===== src/fcq_pkg.sv =====
// Package: command codes, query map and bus timing for the flash controller
package fcq_pkg;
  // Command and unlock values are parameters of the top module; these are
  // the documented query command and plain defaults.
  localparam logic [7:0]  FCQ_CMD_QUERY     = 8'h98;
  localparam logic [22:0] FCQ_QUERY_ADDR    = 23'h000055;
  localparam logic [7:0]  FCQ_DEF_UNLK_D1   = 8'haa;
  localparam logic [7:0]  FCQ_DEF_UNLK_D2   = 8'h55;
  localparam logic [22:0] FCQ_DEF_UNLK_A1   = 23'h000555;
  localparam logic [22:0] FCQ_DEF_UNLK_A2   = 23'h0002aa;
  localparam logic [7:0]  FCQ_DEF_CMD_ASEL  = 8'h90;
  localparam logic [7:0]  FCQ_DEF_CMD_RESET = 8'hf0;
  // Query table addresses and expected bytes
  localparam logic [7:0]  FCQ_A_SIZE        = 8'h27;
  localparam logic [7:0]  FCQ_V_SIZE        = 8'h17;
  localparam logic [7:0]  FCQ_A_NREGION     = 8'h2c;
  localparam logic [7:0]  FCQ_A_R1_FIRST    = 8'h2d;
  localparam logic [7:0]  FCQ_A_R1_LAST     = 8'h30;
  localparam logic [7:0]  FCQ_A_EXT_FIRST   = 8'h40;
  localparam logic [7:0]  FCQ_A_EXT_LAST    = 8'h4f;
  // Autoselect addresses
  localparam logic [7:0]  FCQ_A_MFR         = 8'h00;
  localparam logic [7:0]  FCQ_A_DEV         = 8'h01;
  localparam logic [7:0]  FCQ_A_PROT        = 8'h02;
  localparam logic [7:0]  FCQ_A_SECURE      = 8'h03;
  // Bus timing, ns, and derived cycle counts at 25 MHz
  localparam int          FCQ_CLK_NS        = 40;
  localparam int          FCQ_T_ACC_NS      = 90;
  localparam int          FCQ_T_WP_NS       = 35;
  localparam int          FCQ_T_GAP_NS      = 30;
  localparam logic [3:0]  FCQ_ACC_CYC =
    4'((FCQ_T_ACC_NS + FCQ_CLK_NS - 1) / FCQ_CLK_NS);
  localparam logic [3:0]  FCQ_WP_CYC  =
    4'((FCQ_T_WP_NS + FCQ_CLK_NS - 1) / FCQ_CLK_NS);
  localparam logic [3:0]  FCQ_GAP_CYC =
    4'((FCQ_T_GAP_NS + FCQ_CLK_NS - 1) / FCQ_CLK_NS);
  // User operations
  typedef enum logic [2:0] {
    FCQ_OP_READ   = 3'h0,
    FCQ_OP_WRITE  = 3'h1,
    FCQ_OP_RESET  = 3'h2,
    FCQ_OP_ASEL   = 3'h3,
    FCQ_OP_QUERY  = 3'h4
  } fcq_op_t;
  // Host view of the device mode
  typedef enum logic [1:0] {
    FCQ_M_ARRAY = 2'h0,
    FCQ_M_ASEL  = 2'h1,
    FCQ_M_QUERY = 2'h2
  } fcq_mode_t;
endpackage


===== src/fcq_bus_cycle.sv =====
// Single flash bus cycle engine: one read or one write per start pulse
module fcq_bus_cycle
  import fcq_pkg::*;
(
  input  wire logic        clk_i,
  input  wire logic        sys_rst_i,
  input  wire logic        start_i,
  input  wire logic        wr_i,
  input  wire logic [22:0] addr_i,
  input  wire logic [7:0]  wdata_i,
  input  wire logic [7:0]  dq_sync_i,
  output logic             busy_o,
  output logic             done_o,
  output logic [7:0]       rdata_o,
  output logic [22:0]      flash_addr_o,
  output logic             flash_ce_n_o,
  output logic             flash_we_n_o,
  output logic             flash_oe_n_o,
  output logic [7:0]       flash_dq_o,
  output logic             flash_dq_oe_o
);
  typedef enum logic [3:0] {
    FCQ_B_IDLE   = 4'b0001,
    FCQ_B_SETUP  = 4'b0010,
    FCQ_B_STROBE = 4'b0100,
    FCQ_B_GAP    = 4'b1000
  } fcq_bst_t;

  fcq_bst_t   st_q;
  logic [3:0] cnt_q;
  logic       wr_q;
  // Two extra cycles cover the two-stage input synchroniser
  wire [3:0]  rd_len = FCQ_ACC_CYC + 4'h2;
  wire        cnt_done = (cnt_q == 4'h0);

  always_ff @(posedge clk_i or posedge sys_rst_i) begin
    if (sys_rst_i) begin
      st_q          <= FCQ_B_IDLE;
      cnt_q         <= 4'h0;
      wr_q          <= 1'b0;
      busy_o        <= 1'b0;
      done_o        <= 1'b0;
      rdata_o       <= 8'h00;
      flash_addr_o  <= 23'h000000;
      flash_ce_n_o  <= 1'b1;
      flash_we_n_o  <= 1'b1;
      flash_oe_n_o  <= 1'b1;
      flash_dq_o    <= 8'h00;
      flash_dq_oe_o <= 1'b0;
    end else begin
      done_o <= 1'b0;
      if (!cnt_done) begin
        cnt_q <= cnt_q - 4'h1;
      end
      case (st_q)
        FCQ_B_IDLE: begin
          if (start_i) begin
            // Address stable before either strobe falls
            st_q          <= FCQ_B_SETUP;
            busy_o        <= 1'b1;
            wr_q          <= wr_i;
            flash_addr_o  <= addr_i;
            flash_dq_o    <= wdata_i;
            flash_dq_oe_o <= wr_i;
            flash_ce_n_o  <= 1'b0;
          end
        end
        FCQ_B_SETUP: begin
          // CE already low, so WE falling is the later edge and latches
          // the address; WE rising first latches the data.
          st_q <= FCQ_B_STROBE;
          if (wr_q) begin
            flash_we_n_o <= 1'b0;
            cnt_q        <= FCQ_WP_CYC;
          end else begin
            flash_oe_n_o <= 1'b0;
            cnt_q        <= rd_len;
          end
        end
        FCQ_B_STROBE: begin
          if (cnt_done) begin
            st_q         <= FCQ_B_GAP;
            flash_we_n_o <= 1'b1;
            flash_oe_n_o <= 1'b1;
            cnt_q        <= FCQ_GAP_CYC;
            if (!wr_q) begin
              rdata_o <= dq_sync_i;
            end
          end
        end
        FCQ_B_GAP: begin
          // CE rises after WE so data hold is met
          flash_ce_n_o <= 1'b1;
          if (cnt_done) begin
            st_q          <= FCQ_B_IDLE;
            flash_dq_oe_o <= 1'b0;
            busy_o        <= 1'b0;
            done_o        <= 1'b1;
          end
        end
        default: begin
          st_q <= FCQ_B_IDLE;
        end
      endcase
    end
  end
endmodule


===== src/fcq_ctrl.sv =====
// Host controller that drives a parallel flash's command and query modes
//
// Functional notes
// Query byte 27h gives size exponent 17h; 28h-2Bh zero; 2Ch one region.
// Region one description bytes 7Fh,00h,00h,01h at 2Dh-30h.
// Query 31h-3Ch read zero: regions two to four absent.
// Extended table starts "PRI" at 40h, versions 31h at 43h, 44h.
// Byte 45h reads 01h: unlock sensitivity low bits, revision upper.
// Byte 46h reads 02h: erase suspend allows read and program.
// Bytes 47h,48h,49h read 04h, 01h, 04h.
// Bytes 4Ah-4Ch read zero: no simultaneous, burst or page mode.
// Bytes 4Dh,4Eh read B5h,C5h acceleration supply; 4Fh reads 00h.
// Bad or misordered cycles may confuse device; host then writes reset.
// Address latched on later falling strobe, data on earlier rising.
// Device starts and returns to read-array without a command.
// Erase suspend enters erase-suspend-read for non-suspended sectors.
// Host writes reset after timing-limit flag or when in autoselect.
// Reset returns to read or erase-suspend-read; address ignored.
// Reset aborts erase sequence before start; ignored once erasing.
// Reset aborts program sequence before start; ignored once programming.
// Reset leaves autoselect to read or erase-suspend-read.
// Reset after timing-limit flag returns to read or suspend-read.
// Autoselect: maker 00h, device 01h, secure flag 03h, protect SA/02h.
// Host issues autoselect only in read or erase-suspend-read mode; the code does not check the mode and only holds autoselect off while busy.
// Autoselect entry is two unlock cycles then the command cycle.
// Query command 98h from read or autoselect; reset ends it.
// Unlock, command codes and identifiers are parameters; the query command 98h is a fixed package constant, not a parameter.
// Unlisted query addresses read 00h.
module fcq_ctrl
  import fcq_pkg::*;
#(
  parameter logic [22:0] UNLK_A1   = FCQ_DEF_UNLK_A1,
  parameter logic [22:0] UNLK_A2   = FCQ_DEF_UNLK_A2,
  parameter logic [7:0]  UNLK_D1   = FCQ_DEF_UNLK_D1,
  parameter logic [7:0]  UNLK_D2   = FCQ_DEF_UNLK_D2,
  parameter logic [7:0]  CMD_ASEL  = FCQ_DEF_CMD_ASEL,
  parameter logic [7:0]  CMD_RESET = FCQ_DEF_CMD_RESET
)(
  input  wire logic            clk_i,
  input  wire logic            sys_rst_i,
  input  wire logic            req_i,
  input  wire fcq_pkg::fcq_op_t op_i,
  input  wire logic [22:0]     addr_i,
  input  wire logic [7:0]      wdata_i,
  input  wire logic            busy_flag_i,
  output logic                 ready_o,
  output logic                 done_o,
  output logic [7:0]           rdata_o,
  output logic                 mismatch_o,
  output logic [1:0]           mode_o,
  output logic [22:0]          flash_addr_o,
  output logic                 flash_ce_n_o,
  output logic                 flash_we_n_o,
  output logic                 flash_oe_n_o,
  input  wire logic [7:0]      flash_dq_i,
  output logic [7:0]           flash_dq_o,
  output logic                 flash_dq_oe_o
);
  import fcq_pkg::*;

  typedef enum logic [3:0] {
    FCQ_S_IDLE = 4'b0001,
    FCQ_S_ISSUE = 4'b0010,
    FCQ_S_WAIT = 4'b0100,
    FCQ_S_DONE = 4'b1000
  } fcq_st_t;

  ////////////////////////////////////////////////////////////////////////////
  // Pin synchronisers
  logic [7:0] dq_s1_q, dq_s2_q;
  logic       bsy_s1_q, bsy_s2_q;
  always_ff @(posedge clk_i or posedge sys_rst_i) begin
    if (sys_rst_i) begin
      dq_s1_q  <= 8'h00;
      dq_s2_q  <= 8'h00;
      bsy_s1_q <= 1'b0;
      bsy_s2_q <= 1'b0;
    end else begin
      dq_s1_q  <= flash_dq_i;
      dq_s2_q  <= dq_s1_q;
      bsy_s1_q <= busy_flag_i;
      bsy_s2_q <= bsy_s1_q;
    end
  end

  ////////////////////////////////////////////////////////////////////////////
  // Expected query bytes, used to flag a device that answers wrongly
  function automatic logic [7:0] fcq_expect(input logic [7:0] a);
    logic [7:0] v;
    v = 8'h00;
    case (a)
      FCQ_A_SIZE:    v = FCQ_V_SIZE;
      FCQ_A_NREGION: v = 8'h01;
      8'h2d:         v = 8'h7f;
      FCQ_A_R1_LAST: v = 8'h01;
      FCQ_A_EXT_FIRST: v = 8'h50;
      8'h41:         v = 8'h52;
      8'h42:         v = 8'h49;
      8'h43:         v = 8'h31;
      8'h44:         v = 8'h31;
      8'h45:         v = 8'h01;
      8'h46:         v = 8'h02;
      8'h47:         v = 8'h04;
      8'h48:         v = 8'h01;
      8'h49:         v = 8'h04;
      8'h4d:         v = 8'hb5;
      8'h4e:         v = 8'hc5;
      default:       v = 8'h00;
    endcase
    return v;
  endfunction

  // Only the geometry and extended tables are checked; other areas unknown
  wire in_geom = (addr_i[7:0] >= FCQ_A_SIZE) && (addr_i[7:0] <= 8'h3c);
  wire in_ext  = (addr_i[7:0] >= FCQ_A_EXT_FIRST) &&
                 (addr_i[7:0] <= FCQ_A_EXT_LAST);

  ////////////////////////////////////////////////////////////////////////////
  // Command sequence
  fcq_st_t     st_q;
  fcq_op_t     op_q;
  logic [1:0]  step_q, last_q;
  logic [22:0] a_q;
  logic [7:0]  d_q;
  logic [7:0]  qaddr_q;
  logic        chk_q;
  logic        start_q;
  logic        bc_busy, bc_done;
  logic [7:0]  bc_rdata;
  fcq_mode_t   mode_q;

  // Autoselect is refused while the device reports an embedded operation
  wire op_ok = !((op_i == FCQ_OP_ASEL) && bsy_s2_q);

  // Per-step address and data of the multi-cycle sequences
  logic [22:0] seq_a;
  logic [7:0]  seq_d;
  always_comb begin
    seq_a = a_q;
    seq_d = d_q;
    if (op_q == FCQ_OP_ASEL) begin
      case (step_q)
        2'd0:    begin seq_a = UNLK_A1; seq_d = UNLK_D1; end
        2'd1:    begin seq_a = UNLK_A2; seq_d = UNLK_D2; end
        default: begin seq_a = UNLK_A1; seq_d = CMD_ASEL; end
      endcase
    end
  end

  wire seq_wr = (op_q != FCQ_OP_READ);

  always_ff @(posedge clk_i or posedge sys_rst_i) begin
    if (sys_rst_i) begin
      st_q       <= FCQ_S_IDLE;
      op_q       <= FCQ_OP_READ;
      step_q     <= 2'd0;
      last_q     <= 2'd0;
      a_q        <= 23'h000000;
      d_q        <= 8'h00;
      qaddr_q    <= 8'h00;
      chk_q      <= 1'b0;
      start_q    <= 1'b0;
      ready_o    <= 1'b0;
      done_o     <= 1'b0;
      rdata_o    <= 8'h00;
      mismatch_o <= 1'b0;
      mode_q     <= FCQ_M_ARRAY;
    end else begin
      start_q <= 1'b0;
      done_o  <= 1'b0;
      case (st_q)
        FCQ_S_IDLE: begin
          ready_o <= 1'b1;
          if (req_i && op_ok) begin
            ready_o <= 1'b0;
            op_q    <= op_i;
            step_q  <= 2'd0;
            qaddr_q <= addr_i[7:0];
            chk_q   <= (mode_q == FCQ_M_QUERY) && (in_geom || in_ext);
            case (op_i)
              FCQ_OP_RESET: begin
                // Any address will do for reset
                a_q    <= 23'h000000;
                d_q    <= CMD_RESET;
                last_q <= 2'd0;
              end
              FCQ_OP_QUERY: begin
                a_q    <= FCQ_QUERY_ADDR;
                d_q    <= FCQ_CMD_QUERY;
                last_q <= 2'd0;
              end
              FCQ_OP_ASEL: begin
                a_q    <= addr_i;
                d_q    <= wdata_i;
                last_q <= 2'd2;
              end
              default: begin
                a_q    <= addr_i;
                d_q    <= wdata_i;
                last_q <= 2'd0;
              end
            endcase
            st_q <= FCQ_S_ISSUE;
          end
        end
        FCQ_S_ISSUE: begin
          start_q <= 1'b1;
          st_q    <= FCQ_S_WAIT;
        end
        FCQ_S_WAIT: begin
          if (bc_done) begin
            if (step_q != last_q) begin
              step_q <= step_q + 2'd1;
              st_q   <= FCQ_S_ISSUE;
            end else begin
              st_q <= FCQ_S_DONE;
            end
          end
        end
        FCQ_S_DONE: begin
          done_o <= 1'b1;
          st_q   <= FCQ_S_IDLE;
          if (op_q == FCQ_OP_READ) begin
            rdata_o <= bc_rdata;
            if (chk_q) begin
              mismatch_o <= (bc_rdata != fcq_expect(qaddr_q));
            end
          end
          case (op_q)
            // Device goes back to array or suspend-read; host tracks array
            FCQ_OP_RESET: mode_q <= FCQ_M_ARRAY;
            FCQ_OP_ASEL:  mode_q <= FCQ_M_ASEL;
            FCQ_OP_QUERY: mode_q <= FCQ_M_QUERY;
            default:      mode_q <= mode_q;
          endcase
        end
        default: begin
          st_q <= FCQ_S_IDLE;
        end
      endcase
    end
  end

  always_ff @(posedge clk_i or posedge sys_rst_i) begin
    if (sys_rst_i) begin
      mode_o <= 2'h0;
    end else begin
      mode_o <= mode_q;
    end
  end

  ////////////////////////////////////////////////////////////////////////////
  fcq_bus_cycle u_cycle (
    .clk_i         (clk_i),
    .sys_rst_i     (sys_rst_i),
    .start_i       (start_q),
    .wr_i          (seq_wr),
    .addr_i        (seq_a),
    .wdata_i       (seq_d),
    .dq_sync_i     (dq_s2_q),
    .busy_o        (bc_busy),
    .done_o        (bc_done),
    .rdata_o       (bc_rdata),
    .flash_addr_o  (flash_addr_o),
    .flash_ce_n_o  (flash_ce_n_o),
    .flash_we_n_o  (flash_we_n_o),
    .flash_oe_n_o  (flash_oe_n_o),
    .flash_dq_o    (flash_dq_o),
    .flash_dq_oe_o (flash_dq_oe_o)
  );
endmodule


===== config.mk =====
export PLATFORM = sky130hd
export DESIGN_NAME = fcq_ctrl
export DESIGN_NICKNAME = d
export VERILOG_FILES = /design/src/fcq_pkg.sv /design/src/fcq_bus_cycle.sv /design/src/fcq_ctrl.sv
export SDC_FILE = /design/constraint.sdc
export NUM_CORES = 1
export LEC_CHECK = 0
export BUFFER_PORTS_ARGS = -buffer_cell sky130_fd_sc_hd__buf_2
export CORE_UTILIZATION = 55
export DETAILED_ROUTE_END_ITERATION = 12
export HOLD_SLACK_MARGIN = 0.06
export PLACE_DENSITY = 0.82
export SETUP_SLACK_MARGIN = 0.4
export SLEW_MARGIN = 5
export SYNTH_ARGS = -nofsm -noshare
export SYNTH_HDL_FRONTEND = slang
export SYNTH_SLANG_ARGS = --single-unit

===== constraint.sdc =====
create_clock -name clk_i -period 7.4 [get_ports clk_i]
set_clock_uncertainty 0.15 [all_clocks]
set_input_delay 0.74 -clock clk_i [delete_from_list [all_inputs] [get_ports clk_i]]
set_output_delay 0.74 -clock clk_i [all_outputs]
set_load 0.01 [all_outputs]

==> results.py, run 1 <==
metrics = {
    "yosys": {
        "netlist_top_cells_count": "dfrtp_1 (132), nand2_1 (121), o21ai_0 (59)",
        "synth_area_um2": 5894,
        "post-synth-top-count-cell": "dfrtp_1",
        "netlist_instances": 571,
        "synthFlopType": "dfrtp_1",
        "ys_ff_latch": 137,
        "yosysTopAreaCellShare_pct": 56.04,
        "async_flop_share_pct": 100.0,
        "ys_seq_area_share_pct": 58.27,
        "yosys_warnings": 0,
        "syn_nets": 623,
        "synth_cell_type_count": 57,
        "synth_edf_count": 0,
        "synth_area_leaders": "dfrtp_1 (56%), nand2_1 (7.7%), mux2_2 (5.2%)",
        "synth_area_leader_cell": "dfrtp_1",
        "syn_area_per_cell_um2": 10.32,
    },
    "floorplan": {
        "die-area_um2": 11140,
        "die_x_um": 105.5,
        "rows": 37,
        "initial_core_util_pct": 56.84,
        "die_y_um": 105.5,
        "coreArea_um2": 10370,
        "pin_count": 94,
    },
    "min_path": {
        "hold_class": "primary input to flop",
        "hold_depth": 1,
    },
    "clock_network": {
        "clk_latency_ns": 0.53,
        "holdBufCountCts": 0,
        "cts_resized": 0,
        "postCtsSetupBuffers": 0,
        "cts_root_buf": "clkbuf_8",
        "clock_sinks": 137,
        "clockBufferDepth": 2,
        "h-tree-depth": 4,
        "clk_pin_slew_ns": 0.06,
        "cts_tree": "yes",
        "numCtsBuffers": 17,
    },
    "cells_and_area": {
        "area_growth_pct": 18.38,
        "final_layout_size_suffix_gt1_share_pct": 24.78,
        "nets": 709,
        "fillCellCount": 803,
        "num_antenna_cells": 0,
        "final_cell_count_no_fill": 806,
    },
    "route": {
        "drtPass1Iterations": 6,
        "drcViolationCount": 0,
        "viasPerCell": 5.722,
        "drt_wl_total_mm": 13.14,
        "drt-initial-drc-count": 380,
        "drtAntennaViolNets": 0,
        "routed-via-count": 4612,
        "routedWlPerCell_um": 16.30,
    },
    "critical_path": {
        "reg2reg_depth": 6,
        "crit_end": "u_cycle.rdata_o[1]",
        "criticalPathCategory": "flop to flop",
        "end_kind": "flop",
        "cp_max_fo": 8,
        "r2r_end": "u_cycle.rdata_o[1]",
        "crit_path_start_kind": "flop",
        "cp.required_ns": 7.66,
        "reg2reg_slack_ns": 4.57,
        "worstPathArrival_ns": 3.09,
        "worstSetupStartpoint": "u_cycle.cnt_q[1]",
        "reg2reg_from": "u_cycle.cnt_q[1]",
    },
    "flow_run": {
        "maxCapViolCount": 0,
    },
    "global_route": {
        "grt_pass1_wl_mm": 21.71,
        "grt_max_degree": 75,
        "grt.total_usage_pct": 25.59,
        "overflow": 0,
        "grt_pass1_vias": 4484,
        "grt_antenna_before_repair": 0,
    },
    "power_and_ir_drop": {
        "ir_drop_uv": 173.4,
        "p_per_area_nw_per_um2": 385.7,
        "power_w": 0.002692,
        "leakage_nw": 3.426,
    },
    "sta": {
        "finalSetupViolations": 0,
        "rsz0062_at_grt": "no",
        "period_minus_slack_ns": 2.834,
        "maxSlewHeadroom_pct": 26.60,
        "max_freq_mhz": 352.9,
        "post-route-period-util_pct": 38.29,
        "slew_viol_final": 0,
        "finalHoldViolCount": 0,
        "setup-tns-final_ns": 0,
        "tightestPinTransition_ns": 1.098,
    },
    "place": {
        "placed_cells": 774,
        "globalplace.congestion": 0.8782,
        "port_buffers": 93,
        "dp_hpwl_mm": 8.603,
    },
    "outcome": {
        "outcome": "finished clean",
    },
}
logic make-up (layout without fill, tap and decap cells):
family,Yosys count,after routing,synth area share (%)
buffers and inverters,41,140,2.950
muxes,29,29,5.498
xor gates and xnor gates,10,10,1.486
adders and majority gates,6,6,1.274
AOI/OAI and AO/OA,129,129,12.99
and+or+nand+nor,219,219,17.53
DFF,137,137,58.27
power breakdown:
part / internal [W] / total [W] / switching, W
clock network: 0.000486 / 0.000787 / 0.000301
registers: 0.000979 / 0.00118 / 0.000199
logic: 0.000292 / 0.000726 / 0.000434
critical path, cell delays in order, from the launching register on:
cell and delay, ns:
dfrtp_1 0.40, inv_1 0.09, ha_1 0.20, nor3b_1 0.67
inv_1 0.31, nor3_4 0.49, mux2_2 0.40
through the flow:
stage | setup WS [ns] | util [%] | hold slack, ns | cell area (um^2)
after floorplan | 2.850 | - | 0.1812 | 5894
after global placement | 4.754 | 62.02 | 0.1834 | 6431
after detailed placement | 4.646 | 62.02 | 0.1847 | 6431
after CTS | 4.577 | 67.29 | 0.1513 | 6978
after global routing | 4.314 | 67.29 | 0.1322 | 6978
final | 4.566 | 67.29 | 0.1643 | 6978
final cells by class:
cell class / instances / area [um^2] / area share, %
Clock buffer: 24 / 450.4 / 6.455
Inverter: 12 / 47.55 / 0.6814
Clock inverter: 8 / 96.34 / 1.381
Multi-Input combinational cell: 393 / 2291 / 32.83
Sequential cell: 137 / 3435 / 49.22
Tap cell: 136 / 170.2 / 2.439
Timing Repair Buffer: 96 / 488.0 / 6.993
flip-flops by register name, indices dropped and copies added, names as in the netlist, 2 cells and up:
signal,cells
a_q,23
d_q,8
dq_s1_q,8
dq_s2_q,8
mode_o,2
mode_q,2
op_q,3
qaddr_q,8
rdata_o,8
st_q,4
step_q,2
u_cycle.cnt_q,4
u_cycle.flash_addr_o,23
u_cycle.flash_dq_o,8
u_cycle.rdata_o,8
u_cycle.st_q,4
layout by cell type, fill, tap and decap left out, types with 9 or more instances in the layout:
cell	count
dfrtp_1	132
nand2_1	121
buf_2	93
o21ai_0	59
a21oi_1	32
nor2_1	30
mux2_2	27
nand3_1	18
clkbuf_16	16
inv_1	11
nor2b_1	9
how the worst min path moves through the flow:
stage | startpoint | endpoint | slack (ns)
floorplan | bsy_s1_q | bsy_s2_q | 0.18
global placement | dq_s1_q[6] | dq_s2_q[6] | 0.18
detailed placement | dq_s1_q[5] | dq_s2_q[5] | 0.18
CTS | flash_dq_i[4] | dq_s1_q[4] | 0.15
global route | flash_dq_i[5] | dq_s1_q[5] | 0.13
finish | flash_dq_i[2] | dq_s1_q[2] | 0.16
layer usage:
layer	vias up	wire (um)	share of wire, %	GRT usage [%]
li1	2158	-	-	-
met1	2227	5386	41	32.04
met2	186	6534	50	40.88
met3	41	778	5.9	7.669
met4	0	438	3.3	12.20
met5	-	0	0	0
No activity file was read; power rests on OpenSTA's default activity.
==> inputs of run 2 (changes only) <==
--- a/config.mk
+++ b/config.mk
@@ -6,10 +6,10 @@
 export NUM_CORES = 1
 export LEC_CHECK = 0
 export BUFFER_PORTS_ARGS = -buffer_cell sky130_fd_sc_hd__buf_2
-export CORE_UTILIZATION = 55
+export CORE_UTILIZATION = 51
 export DETAILED_ROUTE_END_ITERATION = 12
 export HOLD_SLACK_MARGIN = 0.06
-export PLACE_DENSITY = 0.82
+export PLACE_DENSITY = 0.8
 export SETUP_SLACK_MARGIN = 0.4
 export SLEW_MARGIN = 5
 export SYNTH_ARGS = -nofsm -noshare
==> constraint.sdc (replaced) <==
create_clock -name clk_i -period 2.5 [get_ports clk_i]
set_clock_uncertainty 0.15 [all_clocks]
set_input_delay 0.25 -clock clk_i [delete_from_list [all_inputs] [get_ports clk_i]]
set_output_delay 0.25 -clock clk_i [all_outputs]
set_load 0.01 [all_outputs]
==> run 2 against run 1 <==
  * Critical path depth is the same
  * Register-to-register slack lost 4.2 ns
  * Core utilization grew 3.5 points
  * Highest routed layer unchanged
  * Combinational power rose to 3.5 times the previous value
  * Sequential share of layout area down 5.1 points
  * Via count increased by 7.0%
  * Wire length is 13% higher
  * Fmax rose by 30%
  * Setup slack worse by 4.2 ns
  * Sequential power grew to 2.9 times the previous value
  * Critical endpoint is now mismatch_o
==> results.py, run 2 (same netlist as run 1, synthesis figures left out) <==
metrics = {
    "min_path": {
        "holdPathEnd": "d_q[3]",
        "hold_class": "primary input to flop",
        "holdCritStartpoint": "op_i[2]",
        "hold_depth": 3,
    },
    "power_and_ir_drop": {
        "p_int_w": 0.005746,
        "seqPwrFrac_pct": 40.3,
        "p_switching_w": 0.002896,
        "combPwrFrac_pct": 29.3,
        "ir_drop_uv": 658.3,
        "clockPowerShare_pct": 30.4,
        "swShare_pct": 33.51,
        "leakage_nw": 3.788,
        "p_per_area_nw_per_um2": 1107,
    },
    "sta": {
        "slew_viol_final": 0,
        "maxSlewHeadroom_pct": 42.05,
        "tightestPinTransition_ns": 0.8674,
        "rsz0062_at_grt": "yes",
        "final.setup.worst_slack_ns": 0.3245,
        "finalHoldViolCount": 0,
        "post-route-period-util_pct": 87.02,
        "max_freq_mhz": 459.7,
        "setup-tns-final_ns": 0,
        "finalSetupViolations": 0,
        "period_minus_slack_ns": 2.175,
    },
    "cells_and_area": {
        "final_common_cell": "dfrtp_1",
        "final_cell_mix": "dfrtp_1 (125), nand2_1 (121), buf_2 (93)",
        "area_growth_pct": 32.39,
        "top_regs": "a_q x23, u_cycle.flash_addr_o x23",
        "num_antenna_cells": 0,
        "final_layout_size_suffix_gt1_share_pct": 28.40,
        "fillCellCount": 751,
        "nets": 776,
    },
    "place": {
        "globalplace.congestion": 0.8517,
        "pre_cts_slack_ns": 0.2519,
        "port_buffers": 93,
        "dp_hpwl_mm": 9.143,
    },
    "critical_path": {
        "cp_max_fo": 5,
        "cpPeakStageDelay_ns": 0.58,
        "cp.required_ns": 2.64,
        "reg2reg_depth": 6,
        "cp_slowest_cell": "or4b_4",
        "crit_path_cell_trace": "or4b_4 > or3_4 > nor2_1 > a21oi_1 > a2111oi_2 > a31oi_1",
        "reg2reg_from": "qaddr_q[4]",
        "reg2reg_slack_ns": 0.32,
        "criticalPathCategory": "flop to flop",
        "crit_path_start_kind": "flop",
        "r2r_end": "mismatch_o",
        "end_kind": "flop",
        "worstPathArrival_ns": 2.31,
    },
    "floorplan": {
        "rows": 38,
        "die_y_um": 109.5,
        "die-area_um2": 11990,
        "initial_core_util_pct": 53.44,
        "pin_count": 94,
        "coreArea_um2": 11030,
        "die_x_um": 109.5,
    },
    "route": {
        "routedWlPerCell_um": 16.98,
        "drcViolationCount": 0,
        "drtAntennaViolNets": 0,
        "drt-initial-drc-count": 374,
        "viasPerCell": 5.635,
        "routed-via-count": 4936,
        "drtPass1Iterations": 5,
        "drt_wl_total_mm": 14.87,
    },
    "clock_network": {
        "clk_pin_slew_ns": 0.06,
        "clock_sinks": 137,
        "clk_latency_ns": 0.42,
        "numCtsBuffers": 17,
        "cts_root_buf": "clkbuf_16",
        "clockBufferDepth": 2,
        "h-tree-depth": 4,
        "cts_tree": "yes",
    },
    "global_route": {
        "grt_antenna_before_repair": 0,
        "grt_pass1_wl_mm": 23.34,
        "grt_pass1_vias": 4829,
        "overflow": 0,
        "grt_max_degree": 80,
        "grt.total_usage_pct": 25.85,
    },
    "outcome": {
        "outcome": "finished clean",
    },
    "flow_run": {
        "maxCapViolCount": 0,
    },
}
[run 2: cell count changes in the layout (fill, tap and decap cells not counted), sizes merged]
cell         delta
buf            +23
bufinv          +1
clkbuf          +1
clkinv          -2
clkinvlp        +2
dlygate4sd3    +43
inv             -2
[run 2: worst max-delay path by stage]
| stage | startpoint | end | slack (ns) |
|---|---|---|---|
| finish | qaddr_q[4] | mismatch_o | 0.32 |
| global route | qaddr_q[4] | mismatch_o | 0.24 |
| CTS | qaddr_q[5] | mismatch_o | 0.31 |
| detailed placement | qaddr_q[7] | mismatch_o | 0.25 |
| global placement | qaddr_q[7] | mismatch_o | 0.27 |
| floorplan | qaddr_q[7] | mismatch_o | 0.35 |
[run 2: area by class of cell]
| cell class | instances | area, um^2 | area share (%) |
|---|---|---|---|
| sequential | 137 | 3443 | 44.12 |
| tap | 140 | 175.2 | 2.245 |
| clock inverter | 7 | 112.6 | 1.443 |
| clock buffer | 24 | 511.7 | 6.558 |
| inverter | 12 | 52.55 | 0.6734 |
| timing repair buffer | 163 | 1179 | 15.10 |
| multi-input combinational | 393 | 2330 | 29.85 |
[run 2: through the flow]
step / util (%) / cell area (um^2) / hold WS, ns / cells / total power [W]
finish: 70.75 / 7804 / 0.1208 / 876 / 0.008642
CTS: 70.00 / 7721 / 0.1019 / 869 / 0.008505
detailed placement: 59.61 / 6575 / 0.1858 / 789 / 0.005706
floorplan: - / 5903 / 0.1314 / 571 / 0.004920
global route: 70.75 / 7804 / 0.1293 / 876 / 0.009158
global placement: 59.61 / 6575 / 0.1823 / 789 / 0.005599
[run 2: power groups by stage]
stage / clock network [W] / logic (W) / registers (W)
3_3_place_gp: 0 / 0.00216 / 0.00344
4_1_cts: 0.00265 / 0.00238 / 0.00347
2_1_floorplan: 0 / 0.00150 / 0.00342
3_5_place_dp: 0 / 0.00222 / 0.00349
6_report: 0.00263 / 0.00253 / 0.00348
5_1_grt: 0.00275 / 0.00285 / 0.00356
[run 2: worst max-delay path, delay by kind of cell (launching register included)]
family | cells | cell delay [ns]
DFF | 1 | 0.43
AOI/OAI and AO/OA | 3 | 0.46
and+or+nand+nor | 3 | 1.02
[run 2: timing repair]
| action | in CTS | in global routing |
|---|---|---|
| buffers inserted | 6 | 6 |
| endpoints found under the setup margin | 20 | 23 |
| hold buffers | 43 | 0 |
| endpoints found under the hold margin | 85 | 0 |
| gates cloned | 0 | 1 |
| pin swaps | 4 | 4 |
| resized for setup | 7 | 8 |
[run 2: per-layer routing]
metal / vias up / wire length, um / GRT usage, %
met3: 44 / 913 / 5.394
met4: 0 / 461 / 11.90
met5: - / 0 / 0
met2: 195 / 7542 / 42.59
li1: 2283 / - / -
met1: 2414 / 5955 / 32.87
